## src/logic/sdm_pkg.sv

```systemverilog
package sdm_pkg;
   localparam logic [15:0] ADDR_SCRATCH = 16'h000D;
   localparam logic [15:0] ADDR_MASK_CLEAR = 16'h000E;
   localparam logic [15:0] ADDR_MASK_GROUP = 16'h000F;
   localparam logic [15:0] ADDR_SINGLE_MASK = 16'h000A;
   localparam logic [15:0] ADDR_POST = 16'h0080;
   localparam logic [15:0] ADDR_PAGE2 = 16'h0081;
   localparam logic [15:0] ADDR_PAGE3 = 16'h0082;
   localparam logic [15:0] ADDR_PAGE1 = 16'h0083;
   localparam logic [3:0] MASK_RESET = 4'hF;
   localparam logic [7:0] BYTE_RESET = 8'h00;
   localparam int SINGLE_SEL_LSB = 0;
   localparam int SINGLE_SET_BIT = 2;
   localparam int CHANNELS = 4;

   typedef struct packed {
      logic wr;
      logic rd;
      logic [15:0] addr;
      logic [7:0] wdata;
   } sdm_io_s;

   typedef struct packed {
      logic [15:0] mem_addr;
      logic [3:0] ext_page;
   } sdm_addr_src_s;
endpackage : sdm_pkg

```

## src/logic/sdm_mask_bank.sv

```systemverilog
`timescale 1ns/1ps
`default_nettype none
module sdm_mask_bank (
   input wire logic clk_i,
   input wire logic reset_i,
   input wire logic clear_i,
   input wire logic group_wr_i,
   input wire logic single_wr_i,
   input wire logic [7:0] wdata_i,
   output logic [3:0] mask_o
);
   import sdm_pkg::*;
   logic [3:0] mask;
   logic [3:0] next_mask;

   // One shared set for all three ports
   always_comb begin
      next_mask = mask;
      if (clear_i) begin
         next_mask = 4'h0;
      end else if (group_wr_i) begin
         next_mask = wdata_i[3:0];
      end else if (single_wr_i) begin
         next_mask[wdata_i[SINGLE_SEL_LSB +: 2]] = wdata_i[SINGLE_SET_BIT];
      end
   end

   always_ff @(posedge clk_i) begin
      if (reset_i) begin
         mask <= MASK_RESET;
      end else begin
         mask <= next_mask;
      end
   end

   assign mask_o = mask;
endmodule : sdm_mask_bank
`default_nettype wire

```

## src/logic/sdm_page_addr.sv

```systemverilog
`timescale 1ns/1ps
`default_nettype none
module sdm_page_addr (
   input wire logic [7:0] page_i,
   input wire sdm_pkg::sdm_addr_src_s src_i,
   input wire logic wide_i,
   output logic [27:0] addr_o
);
   import sdm_pkg::*;
   // Wide transfers take bit 16 from the address register, page bit 0 ignored
   always_comb begin
      addr_o = {src_i.ext_page, page_i, src_i.mem_addr};
      if (wide_i) begin
         addr_o = {src_i.ext_page, page_i[7:1], src_i.mem_addr[0], src_i.mem_addr[15:1], 1'b0};
      end
   end
endmodule : sdm_page_addr
`default_nettype wire

```

## src/logic/sdm_regs.sv

```systemverilog
// How it works
// - Scratch byte at 000Dh, no transfer role
// - No memory-to-memory transfer path exists
// - Mask clear write enables all channels
// - Group mask 000Fh bits 3:0, 1 blocks
// - One shared mask set for all ports
// - 0080h write stores and forwards to GP
// - 0080h read returns byte, no GP cycle
// - 0080h is no page register
// - Pages 81/82/83 for channels 2/3/1
// - Page, address, extended page form 28 bits
// - Channel 3 wide: page 7:1 to 23:17
// - Channel 3 page bit 0 still reads back
// - Channel 3 wide only with enhanced mode
// - Enhanced mode: channel 3 page advances at boundaries
// - Write 000Dh resets slave controller
`timescale 1ns/1ps
`default_nettype none
module sdm_regs (
   input wire logic clk_i,
   input wire logic reset_i,
   input wire sdm_pkg::sdm_io_s io_i,
   output logic [7:0] rdata_o,
   output logic rvalid_o,
   output logic gp_wr_o,
   output logic [15:0] gp_addr_o,
   output logic [7:0] gp_data_o,
   output logic [3:0] chan_mask_o,
   output logic slave_clear_o,
   input wire sdm_pkg::sdm_addr_src_s ch1_src_i,
   input wire sdm_pkg::sdm_addr_src_s ch2_src_i,
   input wire sdm_pkg::sdm_addr_src_s ch3_src_i,
   input wire logic enhanced_feature_on_i,
   input wire logic chan3_wide_select_i,
   input wire logic page_step_i,
   output logic [27:0] ch1_addr_o,
   output logic [27:0] ch2_addr_o,
   output logic [27:0] ch3_addr_o
);
   import sdm_pkg::*;

   logic [7:0] scratch_byte_field;
   logic [7:0] post_code_byte;
   logic [7:0] chan1_page_bits;
   logic [7:0] chan2_page_bits;
   logic [7:0] chan3_page_bits;
   logic [7:0] next_scratch;
   logic [7:0] next_post;
   logic [7:0] next_pg1;
   logic [7:0] next_pg2;
   logic [7:0] next_pg3;
   logic [7:0] rdata;
   logic [7:0] next_rdata;
   logic rvalid;
   logic next_rvalid;
   logic gp_wr;
   logic next_gp_wr;
   logic [7:0] gp_data;
   logic [7:0] next_gp_data;
   logic slave_clear;
   logic wr_scratch;
   logic wr_clear;
   logic wr_group;
   logic wr_single;
   logic wr_post;
   logic wr_pg1;
   logic wr_pg2;
   logic wr_pg3;
   logic chan3_wide;
   logic [3:0] mask;
   logic [27:0] a1;
   logic [27:0] a2;
   logic [27:0] a3;
   logic [27:0] ch1_addr;
   logic [27:0] ch2_addr;
   logic [27:0] ch3_addr;

   assign wr_scratch = io_i.wr && io_i.addr == ADDR_SCRATCH;
   assign wr_clear = io_i.wr && io_i.addr == ADDR_MASK_CLEAR;
   assign wr_group = io_i.wr && io_i.addr == ADDR_MASK_GROUP;
   assign wr_single = io_i.wr && io_i.addr == ADDR_SINGLE_MASK;
   assign wr_post = io_i.wr && io_i.addr == ADDR_POST;
   assign wr_pg2 = io_i.wr && io_i.addr == ADDR_PAGE2;
   assign wr_pg3 = io_i.wr && io_i.addr == ADDR_PAGE3;
   assign wr_pg1 = io_i.wr && io_i.addr == ADDR_PAGE1;

   // Narrow unless enhanced mode permits the wide size
   assign chan3_wide = enhanced_feature_on_i && chan3_wide_select_i;

   sdm_mask_bank u_mask (
      .clk_i(clk_i),
      .reset_i(reset_i || slave_clear),
      .clear_i(wr_clear),
      .group_wr_i(wr_group),
      .single_wr_i(wr_single),
      .wdata_i(io_i.wdata),
      .mask_o(mask)
   );

   // Page state; the scratch byte survives the controller clear on purpose,
   // since the clear and the scratch share one address
   always_comb begin
      next_scratch = scratch_byte_field;
      next_post = post_code_byte;
      next_pg1 = chan1_page_bits;
      next_pg2 = chan2_page_bits;
      next_pg3 = chan3_page_bits;
      if (wr_scratch) begin
         next_scratch = io_i.wdata;
      end
      if (wr_post) begin
         next_post = io_i.wdata;
      end
      if (wr_pg1) begin
         next_pg1 = io_i.wdata;
      end
      if (wr_pg2) begin
         next_pg2 = io_i.wdata;
      end
      if (wr_pg3) begin
         next_pg3 = io_i.wdata;
      end else if (enhanced_feature_on_i && page_step_i) begin
         // Carry into the page at a 64K or 128K wrap
         if (chan3_wide) begin
            next_pg3 = {chan3_page_bits[7:1] + 7'h01, chan3_page_bits[0]};
         end else begin
            next_pg3 = chan3_page_bits + 8'h01;
         end
      end
   end

   always_ff @(posedge clk_i) begin
      if (reset_i) begin
         scratch_byte_field <= BYTE_RESET;
         post_code_byte <= BYTE_RESET;
         chan1_page_bits <= BYTE_RESET;
         chan2_page_bits <= BYTE_RESET;
         chan3_page_bits <= BYTE_RESET;
      end else begin
         scratch_byte_field <= next_scratch;
         post_code_byte <= next_post;
         chan1_page_bits <= next_pg1;
         chan2_page_bits <= next_pg2;
         chan3_page_bits <= next_pg3;
      end
   end

   // Read mux and GP forwarding; reads never touch the GP bus
   always_comb begin
      next_rdata = 8'h00;
      next_rvalid = io_i.rd;
      next_gp_wr = wr_post;
      next_gp_data = wr_post ? io_i.wdata : gp_data;
      if (io_i.rd) begin
         case (io_i.addr)
            ADDR_SCRATCH: next_rdata = scratch_byte_field;
            ADDR_POST: next_rdata = post_code_byte;
            ADDR_PAGE1: next_rdata = chan1_page_bits;
            ADDR_PAGE2: next_rdata = chan2_page_bits;
            ADDR_PAGE3: next_rdata = chan3_page_bits;
            default: next_rdata = 8'h00;
         endcase
      end
   end

   always_ff @(posedge clk_i) begin
      if (reset_i) begin
         rdata <= BYTE_RESET;
         rvalid <= 1'b0;
         gp_wr <= 1'b0;
         gp_data <= BYTE_RESET;
         slave_clear <= 1'b0;
      end else begin
         rdata <= next_rdata;
         rvalid <= next_rvalid;
         gp_wr <= next_gp_wr;
         gp_data <= next_gp_data;
         slave_clear <= wr_scratch;
      end
   end

   // Only channels 1..3 get an address; 0080h feeds no channel
   sdm_page_addr u_a1 (.page_i(chan1_page_bits), .src_i(ch1_src_i), .wide_i(1'b0),
      .addr_o(a1));
   sdm_page_addr u_a2 (.page_i(chan2_page_bits), .src_i(ch2_src_i), .wide_i(1'b0),
      .addr_o(a2));
   sdm_page_addr u_a3 (.page_i(chan3_page_bits), .src_i(ch3_src_i), .wide_i(chan3_wide),
      .addr_o(a3));

   // Memory-to-memory is absent: each address pairs one channel with memory
   always_ff @(posedge clk_i) begin
      if (reset_i) begin
         ch1_addr <= 28'h000_0000;
         ch2_addr <= 28'h000_0000;
         ch3_addr <= 28'h000_0000;
      end else begin
         ch1_addr <= a1;
         ch2_addr <= a2;
         ch3_addr <= a3;
      end
   end

   assign rdata_o = rdata;
   assign rvalid_o = rvalid;
   assign gp_wr_o = gp_wr;
   assign gp_addr_o = ADDR_POST;
   assign gp_data_o = gp_data;
   assign chan_mask_o = mask;
   assign slave_clear_o = slave_clear;
   assign ch1_addr_o = ch1_addr;
   assign ch2_addr_o = ch2_addr;
   assign ch3_addr_o = ch3_addr;

   // Checks watch what this block drives to the bus and channels, and its scratch, post and page registers
   a_mask_clear: assert property (
      @(posedge clk_i) disable iff (reset_i)
      wr_clear && !slave_clear |=> chan_mask_o == 4'h0)
      else $error("mask clear failed");
   a_group_mask: assert property (
      @(posedge clk_i) disable iff (reset_i)
      wr_group && !wr_clear && !slave_clear |=> chan_mask_o == $past(io_i.wdata[3:0]))
      else $error("group mask wrong");
   a_single_mask: assert property (
      @(posedge clk_i) disable iff (reset_i)
      wr_single && !slave_clear |=> chan_mask_o[$past(io_i.wdata[1:0])] == $past(io_i.wdata[2]))
      else $error("single mask wrong");
   a_mask_hold: assert property (
      @(posedge clk_i) disable iff (reset_i)
      !wr_clear && !wr_group && !wr_single && !slave_clear |=> $stable(chan_mask_o))
      else $error("mask changed unasked");
   a_post_fwd: assert property (
      @(posedge clk_i) disable iff (reset_i)
      wr_post |=> gp_wr_o && gp_data_o == $past(io_i.wdata))
      else $error("no GP forward");
   a_gp_only_post: assert property (
      @(posedge clk_i) disable iff (reset_i)
      gp_wr_o |-> $past(wr_post))
      else $error("GP cycle without post write");
   a_read_nogp: assert property (
      @(posedge clk_i) disable iff (reset_i)
      io_i.rd && !io_i.wr |=> !gp_wr_o)
      else $error("read made GP cycle");
   a_post_read: assert property (
      @(posedge clk_i) disable iff (reset_i)
      io_i.rd && io_i.addr == ADDR_POST && !wr_post |=> rdata_o == post_code_byte)
      else $error("post read wrong");
   a_read_valid: assert property (
      @(posedge clk_i) disable iff (reset_i)
      io_i.rd |=> rvalid_o)
      else $error("read not answered");
   a_scratch_store: assert property (
      @(posedge clk_i) disable iff (reset_i)
      wr_scratch |=> scratch_byte_field == $past(io_i.wdata))
      else $error("scratch not stored");
   a_scratch_read: assert property (
      @(posedge clk_i) disable iff (reset_i)
      io_i.rd && io_i.addr == ADDR_SCRATCH && !wr_scratch
      |=> rdata_o == $past(scratch_byte_field))
      else $error("scratch read wrong");
   a_clear_reset: assert property (
      @(posedge clk_i) disable iff (reset_i)
      wr_scratch |=> slave_clear_o ##1 chan_mask_o == MASK_RESET)
      else $error("no reset");
   a_clear_pulse: assert property (
      @(posedge clk_i) disable iff (reset_i)
      slave_clear_o |-> $past(wr_scratch))
      else $error("clear without scratch write");
   a_read_zero: assert property (
      @(posedge clk_i) disable iff (reset_i)
      io_i.rd && io_i.addr == ADDR_MASK_GROUP |=> rdata_o == 8'h00)
      else $error("write-only mask read back");
   a_page1_write: assert property (
      @(posedge clk_i) disable iff (reset_i)
      wr_pg1 |=> chan1_page_bits == $past(io_i.wdata))
      else $error("page 1 not stored");
   a_page2_write: assert property (
      @(posedge clk_i) disable iff (reset_i)
      wr_pg2 |=> chan2_page_bits == $past(io_i.wdata))
      else $error("page 2 not stored");
   a_page3_write: assert property (
      @(posedge clk_i) disable iff (reset_i)
      wr_pg3 |=> chan3_page_bits == $past(io_i.wdata))
      else $error("page 3 not stored");
   a_page3_read: assert property (
      @(posedge clk_i) disable iff (reset_i)
      io_i.rd && io_i.addr == ADDR_PAGE3 |=> rdata_o == $past(chan3_page_bits))
      else $error("page 3 read wrong");
   a_ch1_addr: assert property (
      @(posedge clk_i) disable iff (reset_i)
      1'b1 |=> ch1_addr_o[23:16] == $past(chan1_page_bits))
      else $error("channel 1 page not in address");
   a_narrow_page: assert property (
      @(posedge clk_i) disable iff (reset_i)
      !enhanced_feature_on_i |=> ch3_addr_o[23:16] == $past(chan3_page_bits))
      else $error("wide without enhanced");
   a_wide_bit16: assert property (
      @(posedge clk_i) disable iff (reset_i)
      chan3_wide |=> ch3_addr_o[16] == $past(ch3_src_i.mem_addr[0]))
      else $error("bit16 src");
   a_wide_page: assert property (
      @(posedge clk_i) disable iff (reset_i)
      chan3_wide |=> ch3_addr_o[23:17] == $past(chan3_page_bits[7:1]))
      else $error("wide page bits wrong");
   a_page_step: assert property (
      @(posedge clk_i) disable iff (reset_i)
      enhanced_feature_on_i && page_step_i && !wr_pg3 && !chan3_wide
      |=> chan3_page_bits == $past(chan3_page_bits) + 8'h01)
      else $error("page no step");
   a_wide_step: assert property (
      @(posedge clk_i) disable iff (reset_i)
      enhanced_feature_on_i && page_step_i && !wr_pg3 && chan3_wide
      |=> chan3_page_bits == {$past(chan3_page_bits[7:1]) + 7'h01, $past(chan3_page_bits[0])})
      else $error("wide page no step");
   a_no_step: assert property (
      @(posedge clk_i) disable iff (reset_i)
      !enhanced_feature_on_i && !wr_pg3 |=> $stable(chan3_page_bits))
      else $error("page stepped outside enhanced mode");
endmodule : sdm_regs
`default_nettype wire

```

## config.mk

```make
export PLATFORM = sky130hd
export DESIGN_NAME = sdm_regs
export DESIGN_NICKNAME = d
export VERILOG_FILES = /design/src/logic/sdm_pkg.sv /design/src/logic/sdm_mask_bank.sv /design/src/logic/sdm_page_addr.sv /design/src/logic/sdm_regs.sv
export SDC_FILE = /design/constraint.sdc
export NUM_CORES = 1
export LEC_CHECK = 0
export BUFFER_PORTS_ARGS = -buffer_cell sky130_fd_sc_hd__clkbuf_2
export CAP_MARGIN = 0
export CORE_MARGIN = 4
export CORE_UTILIZATION = 35
export CTS_CLUSTER_SIZE = 10
export DETAILED_ROUTE_END_ITERATION = 16
export SYNTH_ARGS = -nofsm -noshare
export SYNTH_HDL_FRONTEND = slang
export SYNTH_SLANG_ARGS = --single-unit
```

## constraint.sdc

```tcl
create_clock -name clk_i -period 5.7 [get_ports clk_i]
set_input_delay 1.14 -clock clk_i [delete_from_list [all_inputs] [get_ports clk_i]]
set_output_delay 1.14 -clock clk_i [all_outputs]
set_load 0.01 [all_outputs]
```

==> qor.txt, run 1 <==
Outcome - complete, no violations
Internal cell power - 0.00173 W
Final count of hold timing violations - 0
Worst r2r dst - chan3_page_bits[6]
Initial antenna violation count - 0
Layout Nets - 753
Die ar. - 16200 um^2
Num rows - 43
Flop2flop setup slack - 4.16 ns
Initial drt markers - 148
Yosys top cell by area - dfxtp_1
HP Class - reg -> reg
Slowest stage delay, CP - 0.89 ns
Max-Cap Viols - 0
CP max stage cell - or4_1
Synth Instances - 471
Sequential cell fraction of total power - 0.454
N_diodes - 0
Synth top area cells - dfxtp_1 56%, nor2b_1 11%, mux2i_1 5.0%
FF+latch count, synth - 139
DIE WIDTH - 127 um
CTS tree - yes
Comb power frac - 0.060
# setup viols final - 0
Clock Power Share - 0.487
Critical path cell sequence - clkbuf_2 > nor3_1 > nand3_1 > or4_1 > nor2_1 > a311oi_2
Synth-to-Final Area Change - 32.8%
Number of global-route vias before repair - 3990
Vias/cell - 4.64
Ys flop type - dfxtp_1
Gr ovfl total - 0
Die height - 127 um
Setup CP Type - in -> reg
Critical register-to-register path startpoint - chan3_page_bits[1]
Hold endpoint - ch1_addr_o[17]
Filler instances - 1329
Fmax - 325 MHz
FF/Latch Area - 2780 um^2
CP endpoint kind - register
Yosys cell types - 41
Worst-Margin Slew - 1.18 ns
Switching fraction of total power - 0.219
DP Wirelength - 9420 um
First-pass GRT wire length - 20500 um
Clk root buf - clkbuf_16
Post-synth EDFFs - 0
Element type at the critical path start - input port
Share of cells above drive strength 1 - 0.371
Pin count of the biggest net entering global routing - 116
Final min period - 3.08 ns
Reg2reg path depth - 5
GRT Overall Usage - 0.161
Post-CTS Resized - 0
Setup TNS - 0 ns
Cts hold-fix bufs - 0
Hold path startpoint - chan1_page_bits[1]
Worst EP arrival - 3.32 ns
Worst-skew pair later-pin latency - 0.42 ns
Drc violations - 0
Worst path required time - 5.94 ns
Clk pin slew, worst setup/hold paths - 0.06 ns
DR vias - 3957
Final Max Slew Viols - 0
WL final - 12900 um
Slew HR - 0.215
Post-route ant nets - 0
Worst-path fanout max - 15
Fraction of registers with async set or reset after synthesis - 0
CTS sink cnt - 139
Io pins - 214
Footprint of the multi-input gates - 2010 um^2
Final period utilization - 0.540
Initial Util - 0.358
Syn_area_per_cell - 10.6 um^2
Peak VDD IR - 189 uV
Synth top area share - 0.559
Post-Syn Area - 4970 um^2
Hold WS - 0.489 ns
Setup Buffers After CTS - 0
Setup Skew - 0.00855 ns
Leakage power - 2.91 nW
WL/cell - 15.1 um
Number of H-tree levels - 4
Sw power - 0.000486 W
CTS max path bufs - 2
Hold Crit Depth - 1
Total CTS buffers - 17
Unrepaired setup endpoints after global routing - false
Core ar. - 13900 um^2
Yosys warning count - 0
DRT Pass-1 Iters - 5
Final Wtd Congestion - 0.830
Seq/Total Area, Yosys - 0.559
Port Buffers - 197
Power density over the cells - 335 nW/um^2
## placed cells by master, fill, tap and decap left out, types with 3 or more instances in the layout
cell type | Yosys | final
clkinv_2 | 0 | 5
or4_1 | 4 | 4
o21ai_0 | 19 | 19
clkinvlp_4 | 0 | 3
conb_1 | 2 | 16
a22oi_1 | 8 | 8
mux4_2 | 8 | 8
a21oi_1 | 16 | 16
clkbuf_2 | 0 | 196
mux2i_1 | 25 | 25
dfxtp_1 | 139 | 139
a211oi_2 | 5 | 5
nand4_1 | 6 | 6
nand3_1 | 6 | 6
nand2_1 | 17 | 17
xnor2_1 | 4 | 4
nor2_1 | 51 | 51
nor3_1 | 4 | 4
o22ai_1 | 3 | 3
nor2b_1 | 86 | 86
clkbuf_8 | 0 | 3
clkbuf_16 | 0 | 17
## cell families (layout without fill, tap and decap cells)
logic type | Yosys count | count (layout) | synth area share
flip-flops | 139 | 139 | 0.559
adder cells (fa/ha/maj) | 2 | 2 | 0.00503
XOR/XNOR | 5 | 5 | 0.00880
other | 2 | 16 | 0.00151
AND/OR/NAND/NOR | 188 | 188 | 0.215
multiplexers | 33 | 33 | 0.0865
buffers and inverters | 44 | 232 | 0.0473
AO/OA/AOI/OAI | 58 | 58 | 0.0765
## routing by layer
metal / vias to the layer above / track usage / share of wire
li1: 1935 / - / -
met3: 21 / 0.0581 / 0.087
met1: 1815 / 0.195 / 0.42
met4: 0 / 0.0625 / 0.019
met2: 186 / 0.263 / 0.47
met5: - / 0 / 0
## metrics by stage
stage	instances	utilization	worst slack, ns	power [W]	area (um^2)
3_5_place_dp	821	0.434	2.25	0.00116	6020
3_3_place_gp	821	0.434	2.30	0.00116	6020
2_1_floorplan	485	-	2.92	0.00110	5030
6_report	853	0.476	2.62	0.00222	6610
4_1_cts	853	0.476	2.66	0.00224	6610
5_1_grt	853	0.476	2.44	0.00231	6610
## final cells by class
cell class | count | share of cell area
Sequential cell | 139 | 0.421
Tap cell | 180 | 0.0341
Multi-Input combinational cell | 302 | 0.304
Clock inverter | 11 | 0.0176
Inverter | 2 | 0.00114
Clock buffer | 21 | 0.0712
Timing Repair Buffer | 198 | 0.151
## synth_stat cells (2+ instances only)
| master | count |
|---|---|
| a211oi_2 | 5 |
| a21oi_1 | 16 |
| a22oi_1 | 8 |
| buf_1 | 2 |
| buf_2 | 2 |
| buf_4 | 16 |
| clkbuf_1 | 21 |
| conb_1 | 2 |
| dfxtp_1 | 139 |
| ha_1 | 2 |
| inv_1 | 2 |
| mux2i_1 | 25 |
| mux4_2 | 8 |
| nand2_1 | 17 |
| nand3_1 | 6 |
| nand4_1 | 6 |
| nor2_1 | 51 |
| nor2b_1 | 86 |
| nor3_1 | 4 |
| nor3b_1 | 2 |
| nor4_4 | 2 |
| o211ai_1 | 2 |
| o21ai_0 | 19 |
| o22ai_1 | 3 |
| or3_1 | 2 |
| or4_1 | 4 |
| or4b_2 | 2 |
| xnor2_1 | 4 |
## power by group through the flow
stage          Sequential (W)  Clock [W]  Combinational (W)
2_1_floorplan         0.00104          0          0.0000596
3_3_place_gp          0.00103          0           0.000131
3_5_place_dp          0.00103          0           0.000134
4_1_cts               0.00101    0.00110           0.000134
5_1_grt               0.00101    0.00116           0.000147
6_report              0.00100    0.00108           0.000132
## worst max-delay path: cells and delay by family
family	cells	cell delay [ns]
compound gates	1	0.07
simple gates	4	2.03
buf+inv	1	0.08
## worst max-delay path by stage
| stage | slack (ns) | startpoint | end | cells past startpoint |
|---|---|---|---|---|
| finish | 2.62 | io_i[13] | chan3_page_bits[3] | 6 |
| global placement | 2.30 | io_i[17] | scratch_byte_field[6] | 6 |
| global route | 2.44 | io_i[13] | chan3_page_bits[2] | 6 |
| detailed placement | 2.25 | io_i[13] | chan3_page_bits[3] | 6 |
| CTS | 2.66 | io_i[13] | chan3_page_bits[3] | 6 |
| floorplan | 2.92 | io_i[17] | chan3_page_bits[4] | 7 |
Power figures use the tool's default switching activity.
==> run 2, diff against run 1 <==
==> constraint.sdc (replaced) <==
create_clock -name clk_i -period 3.2 [get_ports clk_i]
set_input_delay 0.64 -clock clk_i [delete_from_list [all_inputs] [get_ports clk_i]]
set_output_delay 0.64 -clock clk_i [all_outputs]
set_load 0.01 [all_outputs]
==> run 2 against run 1 <==
Net effect:
- register-to-register slack worse by 2.5 ns
- via count grew 0.81%
- sequential share of layout area decreased by 0.56 points
- clock skew is 0.0034 ns lower
- sequential power is 79% higher
- largest power group unchanged
==> qor.txt, run 2 (synthesis results as in run 1) <==
Outcome - complete, no violations
Setup TNS - 0 ns
Io pins - 214
First-pass GRT wire length - 20400 um
Port Buffers - 197
N_diodes - 0
DP Area - 6060 um^2
Leading cell types in the layout, fill and taps excluded - 196 x clkbuf_2, 139 x dfxtp_1, 86 x nor2b_1, 51 x nor2_1, 25 x mux2i_1
Peak VDD IR - 365 uV
Layout Nets - 757
Vias/cell - 4.66
DIE WIDTH - 127 um
Share of cells above drive strength 1 - 0.376
Cts hold-fix bufs - 0
Leakage power - 2.95 nW
Post-CTS Resized - 0
Final Wtd Congestion - 0.846
Element type at the critical path start - input port
Drc violations - 0
Worst-Margin Slew - 0.707 ns
DR vias - 3989
Gr ovfl total - 0
Pin count of the biggest net entering global routing - 117
Worst-skew pair later-pin latency - 0.42 ns
GRT Overall Usage - 0.161
Slowest stage delay, CP - 0.80 ns
Final instance area - 6700 um^2
Core ar. - 13900 um^2
Grt met3 use - 0.0606
Total CTS buffers - 17
CTS max path bufs - 2
Final Max Slew Viols - 0
Final count of hold timing violations - 0
HP Class - in -> reg
Most crowded layer after global routing - met2
CP max stage cell - or4_1
# setup viols final - 0
CP top delay family - simple AND/OR/NAND/NOR gates
Setup Buffers After CTS - 0
WL/cell - 15.3 um
Initial antenna violation count - 0
Worst EP arrival - 2.62 ns
Setup CP Type - in -> reg
Worst-path fanout max - 15
Fmax - 437 MHz
Worst path required time - 3.53 ns
Num rows - 43
Initial Util - 0.358
Synth-to-Final Area Change - 34.6%
Post-route ant nets - 0
Die height - 127 um
CTS tree - yes
Die ar. - 16200 um^2
Clk pin slew, worst setup/hold paths - 0.06 ns
WL final - 13100 um
Final period utilization - 0.715
Critical path cell sequence - clkbuf_2 > nor4_4 > nand3_4 > or4_1 > o311a_1 > nor3_1
Number of global-route vias before repair - 4086
DP Wirelength - 9540 um
CP endpoint kind - register
Global routing usage on met2 - 0.269
Max-Cap Viols - 0
Most common library cell in the layout ignoring fill and taps - clkbuf_2
DRT Pass-1 Iters - 4
Clk root buf - clkbuf_16
CP bufs+invs - 1
Slew HR - 0.527
Unrepaired setup endpoints after global routing - false
CTS sink cnt - 139
Initial drt markers - 160
Final min period - 2.29 ns
Setup Skew - 0.00513 ns
Power density over the cells - 615 nW/um^2
Met1 GRT Util - 0.188
Number of H-tree levels - 4
run 2: cell types whose count changed in the layout (fill, tap and decap cells not counted):
cell / change
buf_12: +1
buf_4: +3
bufinv_16: +2
clkbuf_1: -1
clkinv_2: -2
run 2: layout make-up:
cell class	instances	area (um^2)
inverters	2	7.51
repair buffers	202	1040
clock buffers	20	467
clock inverters	11	166
flip-flops and latches	139	2780
well taps	180	225
fillers	1306	7190
multi-input cells	302	2010
run 2: path summary, 6_finish.rpt:
kind                 startpoint                  to  slack, ns  cells past startpoint
min                ch1_src_i[2]      ch1_addr_o[26]       0.43                      2
max                    io_i[17]  chan3_page_bits[1]       0.91                      6
max reg2reg  chan3_page_bits[1]  chan3_page_bits[6]       1.67                      5
min reg2reg  chan1_page_bits[4]      ch1_addr_o[20]       0.48                      1
run 2: power by group:
| part | internal (W) | leakage, nW | switching (W) | total [W] |
|---|---|---|---|---|
| sequential | 0.00178 | 1.14 | 0.0000144 | 0.00179 |
| combinational | 0.000105 | 1.51 | 0.000133 | 0.000237 |
| clock | 0.00136 | 0.304 | 0.000733 | 0.00209 |
| total | 0.00324 | 2.95 | 0.000880 | 0.00412 |
run 2: worst reg2reg max path, stage by stage (launching register included):
cell and delay [ns]:
dfxtp_1 0.47, ha_1 0.26, nand2_1 0.08, a211oi_1 0.28, xnor2_1 0.12, a211oi_2 0.23
run 2: routing by layer:
| layer | up-vias | wire length, um |
|---|---|---|
| li1 | 1946 | - |
| met1 | 1855 | 5340 |
| met2 | 168 | 6310 |
| met3 | 20 | 1190 |
| met4 | 0 | 219 |
| met5 | - | 0 |
run 2: per-stage QoR:
stage / total power (W) / instances / util / hold slack (ns) / worst slack (ns)
final: 0.00412 / 856 / 0.482 / 0.429 / 0.913
after global routing: 0.00427 / 856 / 0.482 / 0.419 / 0.823
after CTS: 0.00417 / 856 / 0.482 / 0.414 / 0.937
after detailed placement: 0.00207 / 825 / 0.437 / 0.481 / 0.503
after global placement: 0.00206 / 825 / 0.437 / 0.474 / 0.566
after floorplan: 0.00195 / 485 / - / 0.448 / 0.924
==> run 3, diff against run 2 <==
==> constraint.sdc (replaced) <==
create_clock -name clk_i -period 1.95 [get_ports clk_i]
set_input_delay 0.39 -clock clk_i [delete_from_list [all_inputs] [get_ports clk_i]]
set_output_delay 0.39 -clock clk_i [all_outputs]
set_load 0.01 [all_outputs]
==> run 3 against run 2 <==
Net effect:
- flip-flop and latch count is the same
- combinational power grew 70%
- clock power grew 69%
- power grew 67%
- via count grew 3.0%
- count of clock-buffer cells in the layout grew 1
- sequential share of layout area shrank 1.7 points
==> qor.txt, run 3 (synthesis results as in run 1) <==
Setup TNS - 0 ns
Pin count of the biggest net entering global routing - 70
Vias/cell - 4.64
WL final - 12800 um
Outcome - complete, no violations
Peak VDD IR - 645 uV
Core ar. - 13900 um^2
Initial antenna violation count - 0
Power density over the cells - 984 nW/um^2
DIE WIDTH - 127 um
WL/cell - 14.5 um
Die ar. - 16200 um^2
Worst-skew pair later-pin latency - 0.41 ns
Global routing usage on met2 - 0.258
DR vias - 4110
Worst-path fanout max - 3
Clk root buf - clkbuf_16
Share of cells above drive strength 1 - 0.406
Leakage power - 3.12 nW
Number of H-tree levels - 4
Unrepaired setup endpoints after global routing - false
Initial drt markers - 191
DP Wirelength - 9620 um
Worst EP arrival - 2.05 ns
Final min period - 1.72 ns
Filler instances - 1292
CP bufs+invs - 1
Port Buffers - 197
DRT Pass-1 Iters - 4
HP Class - in -> reg
Worst-Margin Slew - 0.561 ns
Max-Cap Viols - 0
Critical path cell sequence - clkbuf_2 > or4_1 > or4b_2 > o22ai_1 > a21oi_1 > o21ai_0
CP max stage cell - or4b_2
Final count of hold timing violations - 0
First-pass GRT wire length - 20500 um
Most crowded layer after global routing - met2
Drc violations - 0
Die height - 127 um
CTS sink cnt - 139
Synth-to-Final Area Change - 40.3%
GRT Overall Usage - 0.160
CTS tree - yes
Gr ovfl total - 0
Total CTS buffers - 17
Num rows - 43
Final instance area - 6980 um^2
# setup viols final - 0
Post-route ant nets - 0
Setup Buffers After CTS - 0
Clk pin slew, worst setup/hold paths - 0.06 ns
Setup CP Type - in -> reg
Slowest stage delay, CP - 0.65 ns
Slew HR - 0.626
Element type at the critical path start - input port
CP endpoint kind - register
Leading cell types in the layout, fill and taps excluded - 196 x clkbuf_2, 139 x dfxtp_1, 86 x nor2b_1, 48 x nor2_1, 32 x buf_4
CTS max path bufs - 2
Cts hold-fix bufs - 0
Final Wtd Congestion - 0.813
Grt met3 use - 0.0535
Final period utilization - 0.881
Met1 GRT Util - 0.200
Most common library cell in the layout ignoring fill and taps - clkbuf_2
Io pins - 214
Fmax - 582 MHz
N_diodes - 0
Post-CTS Resized - 0
Layout Nets - 786
Worst path required time - 2.29 ns
Number of global-route vias before repair - 4156
CP top delay family - simple AND/OR/NAND/NOR gates
Setup Skew - 0.00470 ns
DP Area - 6320 um^2
Final Max Slew Viols - 0
Initial Util - 0.358
run 3: cell types whose count changed in the layout (fill, tap and decap cells not counted), sizes merged:
cell | before | now
buf | 6 | 35
clkinvlp | 3 | 0
bufinv | 4 | 5
clkbuf | 216 | 217
clkinv | 3 | 4
run 3: area by class of cell:
| class | instances | area (um^2) | area share |
|---|---|---|---|
| inverter | 2 | 7.51 | 0.00108 |
| tap | 180 | 225 | 0.0323 |
| sequential | 139 | 2780 | 0.399 |
| clock inverter | 10 | 186 | 0.0267 |
| clock buffer | 21 | 470 | 0.0674 |
| multi-input combinational | 302 | 2020 | 0.290 |
| timing repair buffer | 231 | 1280 | 0.184 |
run 3: report_power, final:
part           total (W)  switching (W)  internal [W]
combinational   0.000404       0.000218      0.000185
sequential       0.00294      0.0000227       0.00291
clock            0.00353        0.00116       0.00237
total            0.00687        0.00140       0.00547
run 3: worst register-to-register path, stage by stage, from the launching register on:
cell and delay, ns:
dfxtp_1 0.44, ha_1 0.23, nand2_1 0.06, nor2_1 0.19
nand3_1 0.11, xor2_1 0.17, a211oi_2 0.21
run 3: routing by layer:
layer  vias up  wire length, um
met1      1929             5590
li1       2005                -
met4         0              154
met2       162             6040
met5         -                0
met3        14             1050
run 3: path summary, 6_finish.rpt:
check | start | end | slack [ns] | depth (start not counted)
setup reg to reg | chan3_page_bits[2] | chan3_page_bits[7] | 0.47 | 6
setup / recovery | io_i[16] | u_mask.mask_o[0] | 0.23 | 6
hold reg to reg | chan1_page_bits[5] | ch1_addr_o[21] | 0.48 | 1
hold / removal | ch2_src_i[17] | ch2_addr_o[13] | 0.19 | 2
run 3: metrics by stage:
stage	util	std cells	hold slack, ns	setup WS (ns)	total power (W)
2_1_floorplan	-	485	0.448	-0.0613	0.00321
3_3_place_gp	0.455	854	0.474	-0.101	0.00340
3_5_place_dp	0.455	854	0.471	-0.164	0.00341
4_1_cts	0.503	885	0.169	0.273	0.00696
5_1_grt	0.503	885	0.175	0.177	0.00713
6_report	0.503	885	0.186	0.233	0.00687
